--- config.mk ---
export PLATFORM = sky130hd
export DESIGN_NAME = lcdpi_top
export DESIGN_NICKNAME = d
export VERILOG_FILES = /design/src/rtl/lcdpi_pkg.sv /design/src/rtl/lcdpi_sync.sv /design/src/rtl/lcdpi_top.sv
export SDC_FILE = /design/constraint.sdc
export NUM_CORES = 1
export LEC_CHECK = 0
export BUFFER_PORTS_ARGS = -buffer_cell sky130_fd_sc_hd__buf_4
export CAP_MARGIN = 0
export CORE_MARGIN = 2
export CORE_UTILIZATION = 64
export CTS_BUF_LIST = sky130_fd_sc_hd__clkbuf_8
export CTS_CLUSTER_DIAMETER = 200
export DETAILED_ROUTE_END_ITERATION = 6
export PLACE_DENSITY = 0.79
export SLEW_MARGIN = 20
export SYNTH_ARGS = -nofsm -noshare
export SYNTH_HDL_FRONTEND = slang
export SYNTH_SLANG_ARGS = --single-unit
--- constraint.sdc ---
create_clock -name pclk -period 4.27 [get_ports pclk]
set_clock_uncertainty 0.2 [all_clocks]
set_input_delay 0.427 -clock pclk [delete_from_list [all_inputs] [get_ports pclk]]
set_output_delay 0.427 -clock pclk [all_outputs]
set_load 0.02 [all_outputs]
--- src/rtl/lcdpi_pkg.sv ---
/*
  lcdpi_pkg: register map, field positions, reset values, timing counts,
  the controller state type and the panel output bundle of the lcd panel
  timing block.
  Assumes pclk runs at 200 MHz and software reaches the block over apb.
*/
// How it works
// - marker spans first line pulse to next
// - marker polarity chosen by software
// - line pulse after line, 8 pixel clocks
// - line pulse polarity chosen by software
// - data follows shift clock, polarity selectable
// - crystal direction toggles every 1..16 frames
// - one, two or four bit data bus
// - optional inversion of all data bits
// - pixel zero of line on bit 0
// - dma transfer lasts 1..16 dma clocks
// - dma runs from the screen dma clock
// - controller off stops before next fill
// - burst field bits 5:2 plus one
// - up to 1024 rows, 512 columns
// - address strobe idle during display dma
package lcdpi_pkg;

  // register byte offsets
  localparam logic [11:0] LCDPI_OFS_CTRL = 12'h000;
  localparam logic [11:0] LCDPI_OFS_CLKC = 12'h004;
  localparam logic [11:0] LCDPI_OFS_SIZE = 12'h008;
  localparam logic [11:0] LCDPI_OFS_BASE = 12'h00c;
  localparam logic [11:0] LCDPI_OFS_STAT = 12'h010;

  // control register fields
  localparam int CTRL_FLM_POL = 0;
  localparam int CTRL_LP_POL  = 1;
  localparam int CTRL_SCK_POL = 2;
  localparam int CTRL_INV     = 3;
  localparam int CTRL_WID     = 4;
  localparam int CTRL_ACD     = 8;

  // display clocking control fields
  localparam int CLKC_WS = 2;
  localparam int CLKC_ON = 7;

  // size register fields (columns minus one, rows minus one)
  localparam int SIZE_COL = 0;
  localparam int SIZE_ROW = 16;

  // reset values
  localparam logic [31:0] CTRL_RST = 32'h00000000;
  localparam logic [7:0]  CLKC_RST = 8'h40;
  localparam logic [31:0] SIZE_RST = 32'h00ef009f;
  localparam logic [23:0] BASE_RST = 24'h000000;

  // panel data width codes
  localparam logic [1:0] WID_1 = 2'h0;
  localparam logic [1:0] WID_2 = 2'h1;
  localparam logic [1:0] WID_4 = 2'h2;

  // timing
  localparam int LP_PIX   = 8;
  localparam int PCLK_NS  = 5;
  localparam int PIX_NS   = 40;
  localparam int PIX_CYC  = (PIX_NS + PCLK_NS - 1) / PCLK_NS;
  localparam int MAX_COLS = 512;
  localparam int MAX_ROWS = 1024;

  typedef enum logic [1:0] {
    ST_IDLE  = 2'h0,
    ST_FILL  = 2'h1,
    ST_SHIFT = 2'h3,
    ST_LATCH = 2'h2
  } lcdpi_state_t;

  typedef struct packed {
    logic       first_line_marker;
    logic       line_latch_pulse;
    logic       shift_clock_out;
    logic       crystal_direction_toggle;
    logic [3:0] panel_data_bus;
  } lcdpi_panel_t;

endpackage

--- src/rtl/lcdpi_sync.sv ---
/*
  lcdpi_sync: two flip-flop synchroniser with a rising edge pulse.
  Assumes async_in is a slow level from another clock domain.
*/
`timescale 1ns/100ps
module lcdpi_sync (
  // clock and reset
  input  wire logic pclk,
  input  wire logic presetn,
  // foreign level and its edge
  input  wire logic async_in,
  output logic      rise
);

  logic meta;
  logic sync;
  logic sync_d;

  // only the second stage and its delayed copy are ever looked at
  always_ff @(posedge pclk or negedge presetn) begin
    if (!presetn) begin
      meta   <= 1'b0;
      sync   <= 1'b0;
      sync_d <= 1'b0;
    end else begin
      meta   <= async_in;
      sync   <= meta;
      sync_d <= sync;
    end
  end

  assign rise = sync & ~sync_d;

endmodule // lcdpi_sync

--- src/rtl/lcdpi_top.sv ---
/*
  lcdpi_top: lcd panel timing controller. Fetches each line into a line
  buffer by dma bursts timed on the screen dma clock, then shifts it out
  with shift clock, line pulse, first line marker and crystal direction.
  Assumes memory holds dma_rdata valid while dma_req is high and dma_addr
  is stable, and that screen_dma_clock is much slower than pclk.
*/
// The register addresses and register access over APB are this design's own decisions.
`timescale 1ns/100ps
module lcdpi_top
  import lcdpi_pkg::*;
#(
  parameter int PIX_DIV  = PIX_CYC,
  parameter int MAX_C    = MAX_COLS,
  parameter int MAX_R    = MAX_ROWS
) (
  // clock and reset
  input  wire logic        pclk,
  input  wire logic        presetn,
  // apb slave
  input  wire logic [11:0] paddr,
  input  wire logic        psel,
  input  wire logic        penable,
  input  wire logic        pwrite,
  input  wire logic [31:0] pwdata,
  output logic      [31:0] prdata,
  output logic             pready,
  output logic             pslverr,
  // screen dma
  input  wire logic        screen_dma_clock,
  output logic             dma_req,
  output logic      [23:0] dma_addr,
  input  wire logic [15:0] dma_rdata,
  input  wire logic        core_strobe_n,
  output logic             address_valid_strobe_n,
  // panel
  output lcdpi_panel_t     panel
);

  // refuse settings the counters cannot hold
  generate
    if (PIX_DIV < 2 || PIX_DIV > 256 || PIX_DIV % 2 != 0) begin : g_bad_div
      $error("pixel divider must be even, 2 to 256");
    end
    if (MAX_C > 512 || MAX_C % 16 != 0 || MAX_R > 1024) begin : g_bad_size
      $error("panel size beyond counter range");
    end
  endgenerate

  localparam int         WORDS    = MAX_C / 16;
  localparam logic [7:0] PIX_LAST = 8'(PIX_DIV - 1);
  localparam logic [7:0] PIX_HALF = 8'(PIX_DIV / 2);
  localparam logic [3:0] LP_LAST  = 4'(LP_PIX - 1);
  localparam logic [11:0] LP_TOT  = 12'(LP_PIX * PIX_DIV);

  // register index, 7 for an unmapped address
  function automatic logic [2:0] reg_idx(input logic [11:0] a);
    case (a)
      LCDPI_OFS_CTRL: reg_idx = 3'h0;
      LCDPI_OFS_CLKC: reg_idx = 3'h1;
      LCDPI_OFS_SIZE: reg_idx = 3'h2;
      LCDPI_OFS_BASE: reg_idx = 3'h3;
      LCDPI_OFS_STAT: reg_idx = 3'h4;
      default:        reg_idx = 3'h7;
    endcase
  endfunction

  // pixels advanced per shift clock
  function automatic logic [2:0] step_of(input logic [1:0] w);
    case (w)
      WID_1:   step_of = 3'h1;
      WID_2:   step_of = 3'h2;
      default: step_of = 3'h4;
    endcase
  endfunction

  // pixel col lands on bit 0, the following ones on higher bits
  function automatic logic [3:0] pick(input logic [15:0] w, input logic [3:0] off,
                                      input logic [1:0] wid);
    logic [15:0] s;
    s = w >> off;
    case (wid)
      WID_1:   pick = {3'h0, s[0]};
      WID_2:   pick = {2'h0, s[1:0]};
      default: pick = s[3:0];
    endcase
  endfunction

  logic [31:0]  ctrl;
  logic [7:0]   clkc;
  logic [31:0]  size;
  logic [23:0]  base;
  logic [31:0]  rd_word;
  logic         acc;
  logic         on;
  logic [3:0]   burst;
  logic [8:0]   cols_m1;
  logic [9:0]   rows_m1;
  logic [4:0]   words_m1;
  logic [1:0]   wid;
  logic [3:0]   acd_per;
  lcdpi_state_t state;
  logic [4:0]   word;
  logic [3:0]   bcnt;
  logic [8:0]   col;
  logic [7:0]   pix;
  logic [3:0]   lpc;
  logic [9:0]   row;
  logic [23:0]  addr;
  logic         dma_edge;
  logic         word_cap;
  logic         pix_tick;
  logic         line_end;
  logic         lp_start;
  logic         lp_end;
  logic         sck_act;
  logic [3:0]   cur_data;
  logic         flm_act;
  logic         acd;
  logic [3:0]   acd_cnt;
  logic [15:0]  line_buf [0:WORDS-1];
  logic [11:0]  lp_len;

  assign acc      = psel & penable & ~pready;
  assign on       = clkc[CLKC_ON];
  assign burst    = clkc[CLKC_WS +: 4];
  assign cols_m1  = size[SIZE_COL +: 9];
  assign rows_m1  = size[SIZE_ROW +: 10];
  assign words_m1 = cols_m1[8:4];
  assign wid      = ctrl[CTRL_WID +: 2];
  assign acd_per  = ctrl[CTRL_ACD +: 4];

  // screen dma clock is sampled, its rising edges pace each burst
  lcdpi_sync u_dma_sync (
    .pclk     (pclk),
    .presetn  (presetn),
    .async_in (screen_dma_clock),
    .rise     (dma_edge)
  );

  // software writes; reserved bits are not stored so they read as zero
  always_ff @(posedge pclk or negedge presetn) begin
    if (!presetn) begin
      ctrl <= CTRL_RST;
      clkc <= CLKC_RST;
      size <= SIZE_RST;
      base <= BASE_RST;
    end else if (acc && pwrite) begin
      case (reg_idx(paddr))
        3'h0:    ctrl <= {20'h00000, pwdata[11:8], 2'h0, pwdata[5:0]};
        3'h1:    clkc <= {pwdata[7:2], 2'h0};
        3'h2:    size <= {6'h00, pwdata[25:16], 7'h00, pwdata[8:0]};
        3'h3:    base <= pwdata[23:0];
        default: ;
      endcase
    end
  end

  // read data selection
  always_comb begin
    case (reg_idx(paddr))
      3'h0:    rd_word = ctrl;
      3'h1:    rd_word = {24'h000000, clkc};
      3'h2:    rd_word = size;
      3'h3:    rd_word = {8'h00, base};
      3'h4:    rd_word = {6'h00, row, 12'h000, acd, flm_act, state};
      default: rd_word = 32'h00000000;
    endcase
  end

  // one wait state so every apb output comes from a flop
  always_ff @(posedge pclk or negedge presetn) begin
    if (!presetn) begin
      pready  <= 1'b0;
      pslverr <= 1'b0;
      prdata  <= 32'h00000000;
    end else begin
      pready  <= acc;
      pslverr <= acc && reg_idx(paddr) == 3'h7;
      prdata  <= (acc && !pwrite) ? rd_word : 32'h00000000;
    end
  end

  assign word_cap = state == ST_FILL && dma_req && dma_edge && bcnt == burst;
  assign pix_tick = pix == PIX_LAST;
  assign line_end = ({1'b0, col} + {7'h00, step_of(wid)}) > {1'b0, cols_m1};
  assign lp_start = state == ST_SHIFT && pix_tick && line_end;
  assign lp_end   = state == ST_LATCH && pix_tick && lpc == LP_LAST;

  // sequencer: fill the line buffer, shift it out, then latch it
  always_ff @(posedge pclk or negedge presetn) begin
    if (!presetn) begin
      state <= ST_IDLE;
      word  <= 5'h00;
      bcnt  <= 4'h0;
      col   <= 9'h000;
      pix   <= 8'h00;
      lpc   <= 4'h0;
      row   <= 10'h000;
      addr  <= 24'h000000;
    end else begin
      case (state)
        ST_IDLE: begin
          if (row == 10'h000) begin
            addr <= base;
          end
          if (on) begin
            state <= ST_FILL;
            word  <= 5'h00;
            bcnt  <= 4'h0;
          end
        end
        ST_FILL: begin
          if (word_cap) begin
            bcnt <= 4'h0;
            addr <= addr + 24'h000001;
            if (word == words_m1) begin
              state <= ST_SHIFT;
              col   <= 9'h000;
              pix   <= 8'h00;
            end else begin
              word <= word + 5'h01;
            end
          end else if (dma_edge && dma_req) begin
            bcnt <= bcnt + 4'h1;
          end
        end
        ST_SHIFT: begin
          pix <= pix_tick ? 8'h00 : pix + 8'h01;
          if (pix_tick) begin
            if (line_end) begin
              state <= ST_LATCH;
              lpc   <= 4'h0;
            end else begin
              col <= col + {6'h00, step_of(wid)};
            end
          end
        end
        ST_LATCH: begin
          pix <= pix_tick ? 8'h00 : pix + 8'h01;
          if (lp_end) begin
            word <= 5'h00;
            if (row == rows_m1) begin
              row  <= 10'h000;
              addr <= base;
            end else begin
              row <= row + 10'h001;
            end
            // switching off only takes effect between lines
            state <= on ? ST_FILL : ST_IDLE;
          end else if (pix_tick) begin
            lpc <= lpc + 4'h1;
          end
        end
        default: state <= ST_IDLE;
      endcase
    end
  end

  // line buffer; no reset, every word is written before it is shifted
  always_ff @(posedge pclk) begin
    if (word_cap && int'(word) < WORDS) begin
      line_buf[word] <= dma_rdata;
    end
  end

  // first line marker and crystal direction, frames counted on the marker
  always_ff @(posedge pclk or negedge presetn) begin
    if (!presetn) begin
      flm_act <= 1'b0;
      acd     <= 1'b0;
      acd_cnt <= 4'h0;
    end else if (lp_start) begin
      flm_act <= 1'b0;
    end else if (lp_end && row == 10'h000) begin
      flm_act <= 1'b1;
      if (acd_cnt == acd_per) begin
        acd     <= ~acd;
        acd_cnt <= 4'h0;
      end else begin
        acd_cnt <= acd_cnt + 4'h1;
      end
    end
  end

  // shift clock high in the second half of each pixel period
  assign sck_act  = state == ST_SHIFT && pix >= PIX_HALF;
  assign cur_data = pick(line_buf[col[8:4]], col[3:0], wid);

  // registered pin drivers with software polarity
  always_ff @(posedge pclk or negedge presetn) begin
    if (!presetn) begin
      panel                  <= '0;
      dma_req                <= 1'b0;
      dma_addr               <= 24'h000000;
      address_valid_strobe_n <= 1'b1;
    end else begin
      panel.first_line_marker        <= flm_act ^ ctrl[CTRL_FLM_POL];
      panel.line_latch_pulse         <= (state == ST_LATCH) ^ ctrl[CTRL_LP_POL];
      panel.shift_clock_out          <= sck_act ^ ctrl[CTRL_SCK_POL];
      panel.crystal_direction_toggle <= acd;
      panel.panel_data_bus           <= (state == ST_SHIFT ? cur_data : 4'h0)
                                        ^ {4{ctrl[CTRL_INV]}};
      dma_req                        <= state == ST_FILL && !word_cap;
      dma_addr                       <= addr;
      // the core's strobe is held off for the whole fill
      address_valid_strobe_n         <= (state == ST_FILL) | core_strobe_n;
    end
  end

  // cycles spent in the line pulse, read only by the checks below
  always_ff @(posedge pclk or negedge presetn) begin
    if (!presetn) begin
      lp_len <= 12'h000;
    end else begin
      lp_len <= (state == ST_LATCH) ? lp_len + 12'h001 : 12'h000;
    end
  end
endmodule // lcdpi_top

### After elaboration in Yosys (flattened, before gate mapping)

Memories as Yosys holds them, arrays and structs flattened.
Cells that the tools add are included.

| cells by class | value |
|---|---|
| order comparisons | 2 |
| reductions and logical operators | 43 |
| add/subtract/negate cells | 9 |
| eq/ne operators | 35 |
| bitwise logic cells | 12 |
| shifts and indexed selects | 1 |
| mux-type cells | 52 |

Operator list:

| operator | count |
|---|---|
| 26-bit case mux with 5 select lines | 1 |
| 24-bit two-way mux | 4 |
| 24-bit case mux with 3 select lines | 1 |
| 4-bit two-way mux | 9 |
| 9-bit two-way mux | 4 |
| 32-bit two-way mux | 1 |
| 24-bit by 1-bit adder with 24-bit output, second input constant | 1 |
| 12-bit by 4-bit equality test with 1-bit output, second input constant | 2 |
| 8-bit two-way mux | 3 |
| 2-bit inequality test, second input constant | 12 |
| 4-bit case mux with 2 select lines | 3 |
| 5-bit two-way mux | 4 |
| 5-bit AND reduction | 4 |
| 9-bit case mux with 2 select lines | 1 |
| 8-bit case mux with 2 select lines | 1 |
| 16-bit by 4-bit right shift with 4-bit output | 1 |
| 3-bit case mux with 5 select lines | 1 |
| 5-bit case mux with 3 select lines | 1 |
| 1-bit logical AND | 14 |
| 4-bit by 1-bit adder with 4-bit output, second input constant | 3 |
| 12-bit by 3-bit equality test with 1-bit output, second input constant | 1 |
| 12-bit by 5-bit equality test with 1-bit output, second input constant | 1 |
| 3-bit by 2-bit equality test with 1-bit output, second input constant | 4 |
| 12-bit logical NOT | 1 |
| 38 further kinds | 76 |

| word-level totals | value |
|---|---|
| memories | 1 |
| register bits after elaboration | 202 |
| bits in writable memories | 512 |
| bits of input ports | 67 |
| logic and storage cells | 184 |
| output and inout port bits | 68 |

Memories:

| name | depth | bits a word | read ports | clocked after memory_dff | wr ports | line | RTL |
|---|---|---|---|---|---|---|---|
| line_buf | 32 | 16 | 1 | 0 | 1 | lcdpi_top.sv:121 | `logic [15:0] line_buf [0:WORDS-1];` |

### Longest topological paths before layout

Gate-level depths: netlist of the first run.

| logic depth | value |
|---|---|
| depth after elaboration | 11 |
| gate-level depth with buffers | 18 |
| depth with buffers taken out | 18 |

### Cells and area by module

Synthesis of the first run repeated with hierarchy kept, for this count alone.

| unflattened totals | value |
|---|---|
| cell total of the unflattened synthesis | 1895 |
| area total of the unflattened synthesis | 29490.8 um2 |

By module, submodules not included:

| module | cells each | sequential area each (um2) | area an instance (um2) | times used |
|---|---|---|---|---|
| lcdpi_top | 1891 | 20223.1 | 29401.9 | 1 |
| lcdpi_sync | 4 | 75.1 | 88.8 | 1 |

### Worst setup path before layout of the first run

OpenSTA, ideal clock, no wires.

| timing path | value |
|---|---|
| path type | reg2reg |
| from | register ctrl[5] |
| to | register col[0] |
| path buffers | 0 |
| path slack | 0.489 ns |
| clock period less this slack | 3.781 ns |
| cell stages (with the launch flop) | 18 |
| setup time | 0.121 ns |
| required time | 3.949 ns |
| data arrival time | 3.460 ns |
| cells stage by stage | dfrtp_1 > nor2_1 > ha_1 > fa_1 > a21o_1 > nand2_1 > inv_1 > nand3_1 > nor2_1 > or2_2 > ha_1 > nand3_1 > nor2_1 > a31oi_1 > a31o_2 > nor4b_2 > nor2_1 > a22o_1 |

| on the way | value |
|---|---|
| cells in the longest elaborated chain, start to end | 9 |
| elaborated cells between the ends (all ways) | 14 |
| those cells by class | add/sub (2); order compare (1); eq/ne (2); mux (7); reduce/logical (2) |

RTL lines:

| item | line | RTL |
|---|---|---|
| start, declared | lcdpi_top.sv:89 | `logic [31:0] ctrl;` |
| start signal, assigned | lcdpi_top.sv:150 | `3'h0: ctrl <= {20'h00000, pwdata[11:8], 2'h0, pwdata[5:0]};` |
| 2-bit by 1-bit equality test with 1-bit output or 2-bit logical NOT (tied branches) | lcdpi_top.sv:70 | `case (w)` |
| 3-bit case mux with 2 select lines (*) | lcdpi_top.sv:70 |  |
| parallel branches: the longest is 7 deep, another holds 9-bit by 3-bit adder with 10-bit output | -- |  |
| end signal, assigned | lcdpi_top.sv:235 | `col <= col + {6'h00, step_of(wid)};` |
| end, declared | lcdpi_top.sv:105 | `logic [8:0] col;` |

Mark *: on every way between the ends. The select of a mux whose other input is x is not followed.
A chain may end at the register's enable or synchronous reset.

### Worst setup path in the final report of the first run

| timing path | value |
|---|---|
| from | register ctrl[5] |
| to | register lpc[0] |

| on the way | value |
|---|---|
| cells in the longest elaborated chain, start to end | 6 |
| elaborated cells between the ends (all ways) | 7 |
| those cells by class | add/sub (1); order compare (1); eq/ne (2); mux (1); reduce/logical (2) |

RTL lines:

| item | line | RTL |
|---|---|---|
| 2-bit by 1-bit equality test with 1-bit output or 2-bit logical NOT (tied branches) | lcdpi_top.sv:70 |  |
| 3-bit case mux with 2 select lines (*) | lcdpi_top.sv:70 |  |
| 9-bit by 3-bit adder with 10-bit output (*) | lcdpi_top.sv:186 | `assign line_end = ({1'b0, col} + {7'h00, step_of(wid)}) > {1'b0, cols_m1};` |
| 10-bit by 9-bit > comparator with 1-bit output (*) | lcdpi_top.sv:186 |  |
| 2-bit inequality test (no source line) (*) | -- |  |
| 5-bit AND reduction (no source line) (*) | -- |  |
| end signal, assigned | lcdpi_top.sv:252 | `lpc <= lpc + 4'h1;` |
| end, declared | lcdpi_top.sv:107 | `logic [3:0] lpc;` |

Mark *: on every way between the ends. The rest lies on a longest branch, timed or not.

==> results of run 1 <==
==> state kept, by name, summed over array words and instances, names as in the netlist, 9 cells and up <==
signal and count:
addr 24, line_buf 512, size 19, row 10
dma_addr 24, base 24, prdata 26, ctrl 10
col 9
==> repair_timing <==
item / CTS / global route
hold endpoints to repair: 656 / 0
buffers inserted: 0 / 0
hold buffers: 52 / 0
setup endpoints to repair: 0 / 8
gates resized for setup: 0 / 2
==> layout make-up <==
cell class | count | area share, %
Antenna cell | 1 | 0.00728
Inverter | 34 | 0.371
Tap cell | 607 | 2.21
Timing Repair Buffer | 266 | 6.72
Sequential cell | 708 | 59.1
Clock buffer | 119 | 4.77
Multi-Input combinational cell | 1042 | 25.5
Clock inverter | 81 | 1.29
==> metal layers <==
metal | up-vias | routed length, µm
met5 | - | 12
met4 | 2 | 2530
met3 | 197 | 7070
met2 | 1032 | 35300
met1 | 9234 | 28000
li1 | 7909 | -
==> logic make-up after synthesis <==
family          share of synthesized area (%)
compound gates                           7.09
other cells                            0.0126
mux                                      13.1
flops                                    68.0
fa+ha+maj                                1.07
xor+xnor                                 1.20
buf+inv                                  2.84
simple gates                             6.72
==> worst reg2reg max path, cell delays in order (launching register included) <==
cell and delay, ps:
dfrtp_2 420, nor2_1 90, ha_1 220, fa_1 430
a21o_1 190, nand2_1 100, inv_1 90, nand3_1 100
nor2_1 60, or2_2 290, ha_1 300, nand3_1 80
nor2_1 150, a31oi_1 100, a31o_2 230, or3_4 360
or2_2 300, a31oi_1 180
==> path summary, 6_finish.rpt <==
| kind | to | slack [ps] | depth (start not counted) |
|---|---|---|---|
| min | col[2]$_DFFE_PN0P_ | 60 | 2 |
| max reg2reg | lpc[0]$_DFFE_PN0P_ | 290 | 17 |
| min in group pclk | prdata[8]$_DFF_PN0_ | 60 | 4 |
| max | lpc[0]$_DFFE_PN0P_ | 290 | 17 |
| max in group asynchronous | size[17]$_DFFE_PN1P_ | 2870 | 3 |
| min reg2reg | u_dma_sync.sync$_DFF_PN0_ | 150 | 0 |
==> report_power, final <==
group	total, mW	leakage (nW)	internal, mW	switching (mW)
logic	0.277	4.21	0.0986	0.178
clock network	5.34	1.20	2.75	2.59
registers	7.42	7.26	7.41	0.0151
total	13.0	12.7	10.3	2.78
==> cell usage after synthesis, drive strengths merged, types with 3 or more instances <==
master,instances,share of area (%)
nand3b,4,0.10
a32o,3,0.10
ha,24,1.0
mux2,77,2.9
o2bb2ai,3,0.088
xnor2,12,0.35
a21bo,3,0.10
nor2,125,1.6
nand3,44,0.78
o21ai,67,1.2
buf,54,1.8
and3,14,0.29
nor2b,15,0.31
nand2,95,1.2
o211ai,13,0.34
nand2b,8,0.17
xor2,29,0.85
a22oi,38,0.96
a21o,6,0.15
mux2i,87,2.9
or4,4,0.11
nor3,32,0.57
inv,32,0.40
and2,10,0.21
or3,6,0.13
nor4,13,0.32
clkbuf,49,0.63
a22o,13,0.38
a31oi,8,0.19
dfrtp,181,15
a2111oi,6,0.24
dfstp,15,1.3
a221oi,4,0.12
mux4,93,7.3
and4,4,0.12
o31ai,9,0.24
nor3b,4,0.10
o21a,5,0.13
nand4,12,0.25
or2,13,0.27
a211oi,8,0.20
edfxtp,512,51
o22ai,21,0.44
a21oi,71,1.4
a222oi,12,0.40
==> reports/results.tsv, run 1 <==
metric	value	unit
clkLatencyLatePin	730	ps
setup_viol	0	
syn_area	29900	µm²
slew_viol_final	0	
place.gp.congestion	0.902	
final_util	74.3	%
rsz0062_at_grt	no	
slew_headroom	21.3	%
met1_usage	43.3	%
finalCritPeriodShare	93.2	%
ant_nets	0	
min_path_type	in -> async	
final_area	34400	µm²
final_cell_mix	edfxtp_1, buf_4, dfrtp_1	
cts_root_buffer	clkbuf_8	
cts_sinks	708	
dp_slack	212	ps
yosysSeqAreaShare	68.0	%
routedWlPerCell	25.5	µm
setup_slack	291	ps
cts_buffer_depth	3	
antenna_found_initial	1	
drv_cap	0	
cp.required	4680	ps
grt_start_max_net_pins	97	
numCtsBuffers	109	
grt_pass1_wl	110000	µm
clock.fmax	251	MHz
tightest_slew	1180	ps
seq_area	20300	µm²
syn-instance-count	1882	
drt_iter0_drc	2366	
crit_chain	nor2_1 > ha_1 > fa_1 > a21o_1 > nand2_1 > inv_1 > nand3_1 > nor2_1 > or2_2 > ha_1 > nand3_1 > nor2_1 > a31oi_1 > a31o_2 > or3_4 > or2_2 > a31oi_1	
coreArea	46300	µm²
nNetsFinal	2253	
drive_above_1_share	26.0	%
grt-busiest-layer	met2	
peakVddDrop	363	µV
hold_viol_final	0	
cp_top_family	simple AND/OR/NAND/NOR gates	
yosys_most_used_dff	edfxtp_1	
placed_area	31700	µm²
via_per_inst	6.43	
rr_startpoint	ctrl[5]$_DFFE_PN0P_	
grt.overflow.total	0	
fin_hold_ws	57.0	ps
tns	0	ps
power_leakage	12.7	nW
slowest_stage	fa_1	
p_per_area	379	nW/µm²
status	complete, but fails checks	
ios	135	
crit_start	ctrl[5]$_DFFE_PN0P_	
num-fill-cells	2714	
die_area	48400	µm²
instances_no_fill	2858	
wl	72900	µm
track_usage	31.2	%
use_met2	49.5	%
layout_commonest_cell	edfxtp_1	
period_minus_slack	3980	ps
grt_pass1_vias	18400	
drcViolationCount	2	
timing_worst_setup_path_type	reg -> reg	
critPathMaxFanout	6	
io_buffers	122	
path_clk_slew	70	ps
cp_slowest_stage_delay	430	ps
async_flop_share	27.7	%
power	13.0	mW
fp.dieW	220	µm
cts_tree	done	
critical_path_arrival	4380	ps
critPathBufInv	1	
multi_input_area	8780	µm²
firstDrtPassIters	7	
synth-edff-count	512	
met3_usage	6.57	%
initial_core_util	64.6	%
violations	design-rule violations	
dp.final_hpwl	46900	µm
endpoint_kind	flop	
setup.worst_path.start_class	flop	
ys_types	89	
fp.dieH	220	µm
ys_seq_elements	708	
yosysWarnings	0	
vias	18400	
post-place-cells	2605	
avgSynthCellArea	15.9	µm²
worst_path_most_repeated_cell	nor2_1	
area_growth	15.1	%
rows	79	
cts.htree.levels	3	
No activity file was read; power rests on OpenSTA's default activity.
==> run 2: changes to the inputs <==
--- a/config.mk
+++ b/config.mk
@@ -5,8 +5,8 @@
 export SDC_FILE = /design/constraint.sdc
 export NUM_CORES = 1
 export LEC_CHECK = 0
+export ABC_AREA = 1
 export BUFFER_PORTS_ARGS = -buffer_cell sky130_fd_sc_hd__buf_4
-export CAP_MARGIN = 0
 export CORE_MARGIN = 2
 export CORE_UTILIZATION = 64
 export CTS_BUF_LIST = sky130_fd_sc_hd__clkbuf_8
==> run 2 against run 1 <==
First-iteration DRC count rose by 2.6%. The run now ends clean. Sequential share of layout area fell by 0.54 points. Global-route usage rose by 0.65 points. Fmax rose by 0.72%. Worst setup slack improved by 29 ps. Cell count rose by 35%. Wire length rose by 7.0%. Sequential power rose by 7.3%. Largest cell class unchanged. Design area rose by 0.92%. Non-clock buffer count fell by 31.
==> reports/results.tsv, run 2 <==
metric	value	unit
clkLatencyLatePin	720	ps
track_usage	31.8	%
cts.htree.levels	3	
initial_core_util	64.3	%
post-place-cells	3594	
cts_sinks	708	
critical_path_arrival	4380	ps
dp_slack	419	ps
dp.final_hpwl	47600	µm
via_per_inst	5.92	
drv_cap	0	
cts_setup_buffers	0	
p_per_area	439	nW/µm²
nNetsFinal	3234	
final_util	73.1	%
yosys_most_used_dff	edfxtp_1	
post_synth_most_frequent_cells	nand2_1, nand3_1, edfxtp_1	
area_growth	13.6	%
synth_top_area_cell	edfxtp_1	
cp.required	4700	ps
ios	135	
yosysMostFrequentCell	nand2_1	
die_area	49400	µm²
yosysWarnings	0	
endpoint_kind	flop	
yosysSeqAreaShare	66.5	%
antenna_found_initial	0	
top_regs	line_buf (512), prdata (26)	
tns	0	ps
slew_headroom	34.6	%
final_cell_mix	nand2_1, nand3_1, edfxtp_1	
post-synth-top-area-fraction	50.4	%
setup_viol	0	
num-fill-cells	3173	
fp.dieW	222	µm
clock.fmax	253	MHz
peakVddDrop	360	µV
setup_slack	320	ps
place.gp.congestion	0.879	
rsz0062_at_grt	no	
ant_nets	0	
routedWlPerCell	20.3	µm
rows	80	
multi_input_area	8900	µm²
ys_types	48	
finalCritPeriodShare	92.5	%
fp.dieH	222	µm
grt_start_max_net_pins	203	
path_clk_slew	60	ps
grt.overflow.total	0	
grt_pass1_wl	121000	µm
largest_reg_flops	512	
drcViolationCount	0	
instances_no_fill	3845	
setup.worst_path.start_class	flop	
ys_seq_elements	708	
cts_root_buffer	clkbuf_8	
drive_above_1_share	11.5	%
firstDrtPassIters	6	
top_register	line_buf	
layout_commonest_cell	nand2_1	
slew_viol_final	0	
cts_tree	done	
critPathMaxFanout	9	
wl	78000	µm
crit_chain	nor2_1 > ha_1 > fa_1 > nand2_1 > a21oi_1 > nand3_1 > nor3_1 > xor2_1 > inv_1 > ha_1 > nand3_1 > nand3b_1 > a21oi_1 > nand2_1 > nor2_1 > nand2_1 > nand2_1	
syn-instance-count	2940	
coreArea	47400	µm²
numCtsBuffers	108	
worst_path_most_repeated_cell	nand2_1	
seq_area	20300	µm²
async_flop_share	27.7	%
drt_iter0_drc	2427	
timing_worst_setup_path_type	reg -> reg	
period_minus_slack	3950	ps
io_buffers	122	
tightest_slew	981	ps
cts_buffer_depth	3	
cp_slowest_stage_delay	530	ps
status	finished clean	
power_leakage	14.2	nW
diodes	0	
min_path_type	in -> reg	
avgSynthCellArea	10.4	µm²
synthTopCellsByArea	edfxtp_1, dfrtp_1, nand2_1	
synth-edff-count	512	
grt_pass1_vias	22000	
vias	22800	
hold_viol_final	0	
slowest_stage	nor2_1	
syn_area	30500	µm²
==> run 2: cell count changes after synthesis, moves of 38 or more <==
| cell | before | now |
|---|---|---|
| a22oi_1 | 38 | 0 |
| buf_2 | 19 | 65 |
| inv_1 | 31 | 162 |
| mux2_2 | 74 | 2 |
| mux2i_1 | 87 | 1 |
| mux4_2 | 73 | 0 |
| nand2_1 | 95 | 903 |
| nand3_1 | 43 | 520 |
| o21ai_0 | 57 | 108 |
==> run 2: layout make-up <==
| cell class | instances | area share, % |
|---|---|---|
| flip-flops and latches | 708 | 58.6 |
| multi-input cells | 1915 | 25.7 |
| repair buffers | 235 | 5.70 |
| clock buffers | 123 | 4.88 |
| well taps | 615 | 2.22 |
| inverters | 174 | 1.90 |
| clock inverters | 75 | 1.08 |
==> run 2: path summary, 6_finish.rpt <==
kind	slack (ps)	cells past startpoint	end	from
min in group asynchronous	210	2	prdata[17]$_DFF_PN0_	presetn
setup / recovery	320	17	col[2]$_DFFE_PN0P_	ctrl[5]$_DFFE_PN0P_
hold / removal	50	5	prdata[24]$_DFF_PN0_	paddr[7]
hold reg to reg	150	0	u_dma_sync.sync$_DFF_PN0_	u_dma_sync.meta$_DFF_PN0_
setup reg to reg	320	17	col[2]$_DFFE_PN0P_	ctrl[5]$_DFFE_PN0P_
max in group asynchronous	2680	3	size[2]$_DFFE_PN1P_	presetn
==> run 2: timing repair <==
| item | CTS | global route |
|---|---|---|
| hold endpoints to repair | 679 | 0 |
| resized for setup | 0 | 0 |
| hold buffers | 53 | 0 |
==> run 2: through the flow <==
step           cell area [µm²]  hold WS, ps  power (mW)
4_1_cts                  34700         2.78        15.3
3_3_place_gp             32100          138        9.90
6_report                 34700         54.9        15.2
5_1_grt                  34700         76.0        15.8
2_1_floorplan            30500        -68.6        9.25
3_5_place_dp             32100          135        9.98
==> run 2: layer usage <==
| metal | vias to the layer above | GRT usage (%) | part of all wire [%] |
|---|---|---|---|
| met3 | 157 | 7.37 | 11 |
| met4 | 0 | 11.1 | 2.4 |
| met2 | 1209 | 49.9 | 47 |
| li1 | 10400 | - | - |
| met5 | - | 0 | 0 |
| met1 | 11000 | 44.4 | 39 |
==> run 2: report_power, final <==
group	internal [mW]	total (mW)	switching, mW	leakage, nW
clock network	2.75	5.33	2.58	1.20
logic	0.654	1.96	1.30	5.89
registers	7.68	7.96	0.280	7.14
total	11.1	15.2	4.16	14.2
==> run 2: kinds of logic after synthesis <==
family	count (synthesis)	share of synthesized area, %
fa+ha+maj	25	1.05
mux	3	0.107
other cells	1	0.0123
simple gates	1640	23.1
buf+inv	322	4.39
flops	708	66.5
xor+xnor	44	1.26
compound gates	197	3.58
==> run 2: critical path, delay by kind of cell, from the launching register on <==
family                   cells  cell delay [ps]
buffers and inverters        1               90
AND/OR/NAND/NOR             10             1760
AO/OA/AOI/OAI                2              490
flip-flops                   1              440
adder cells (fa/ha/maj)      3              730
XOR/XNOR                     1              170
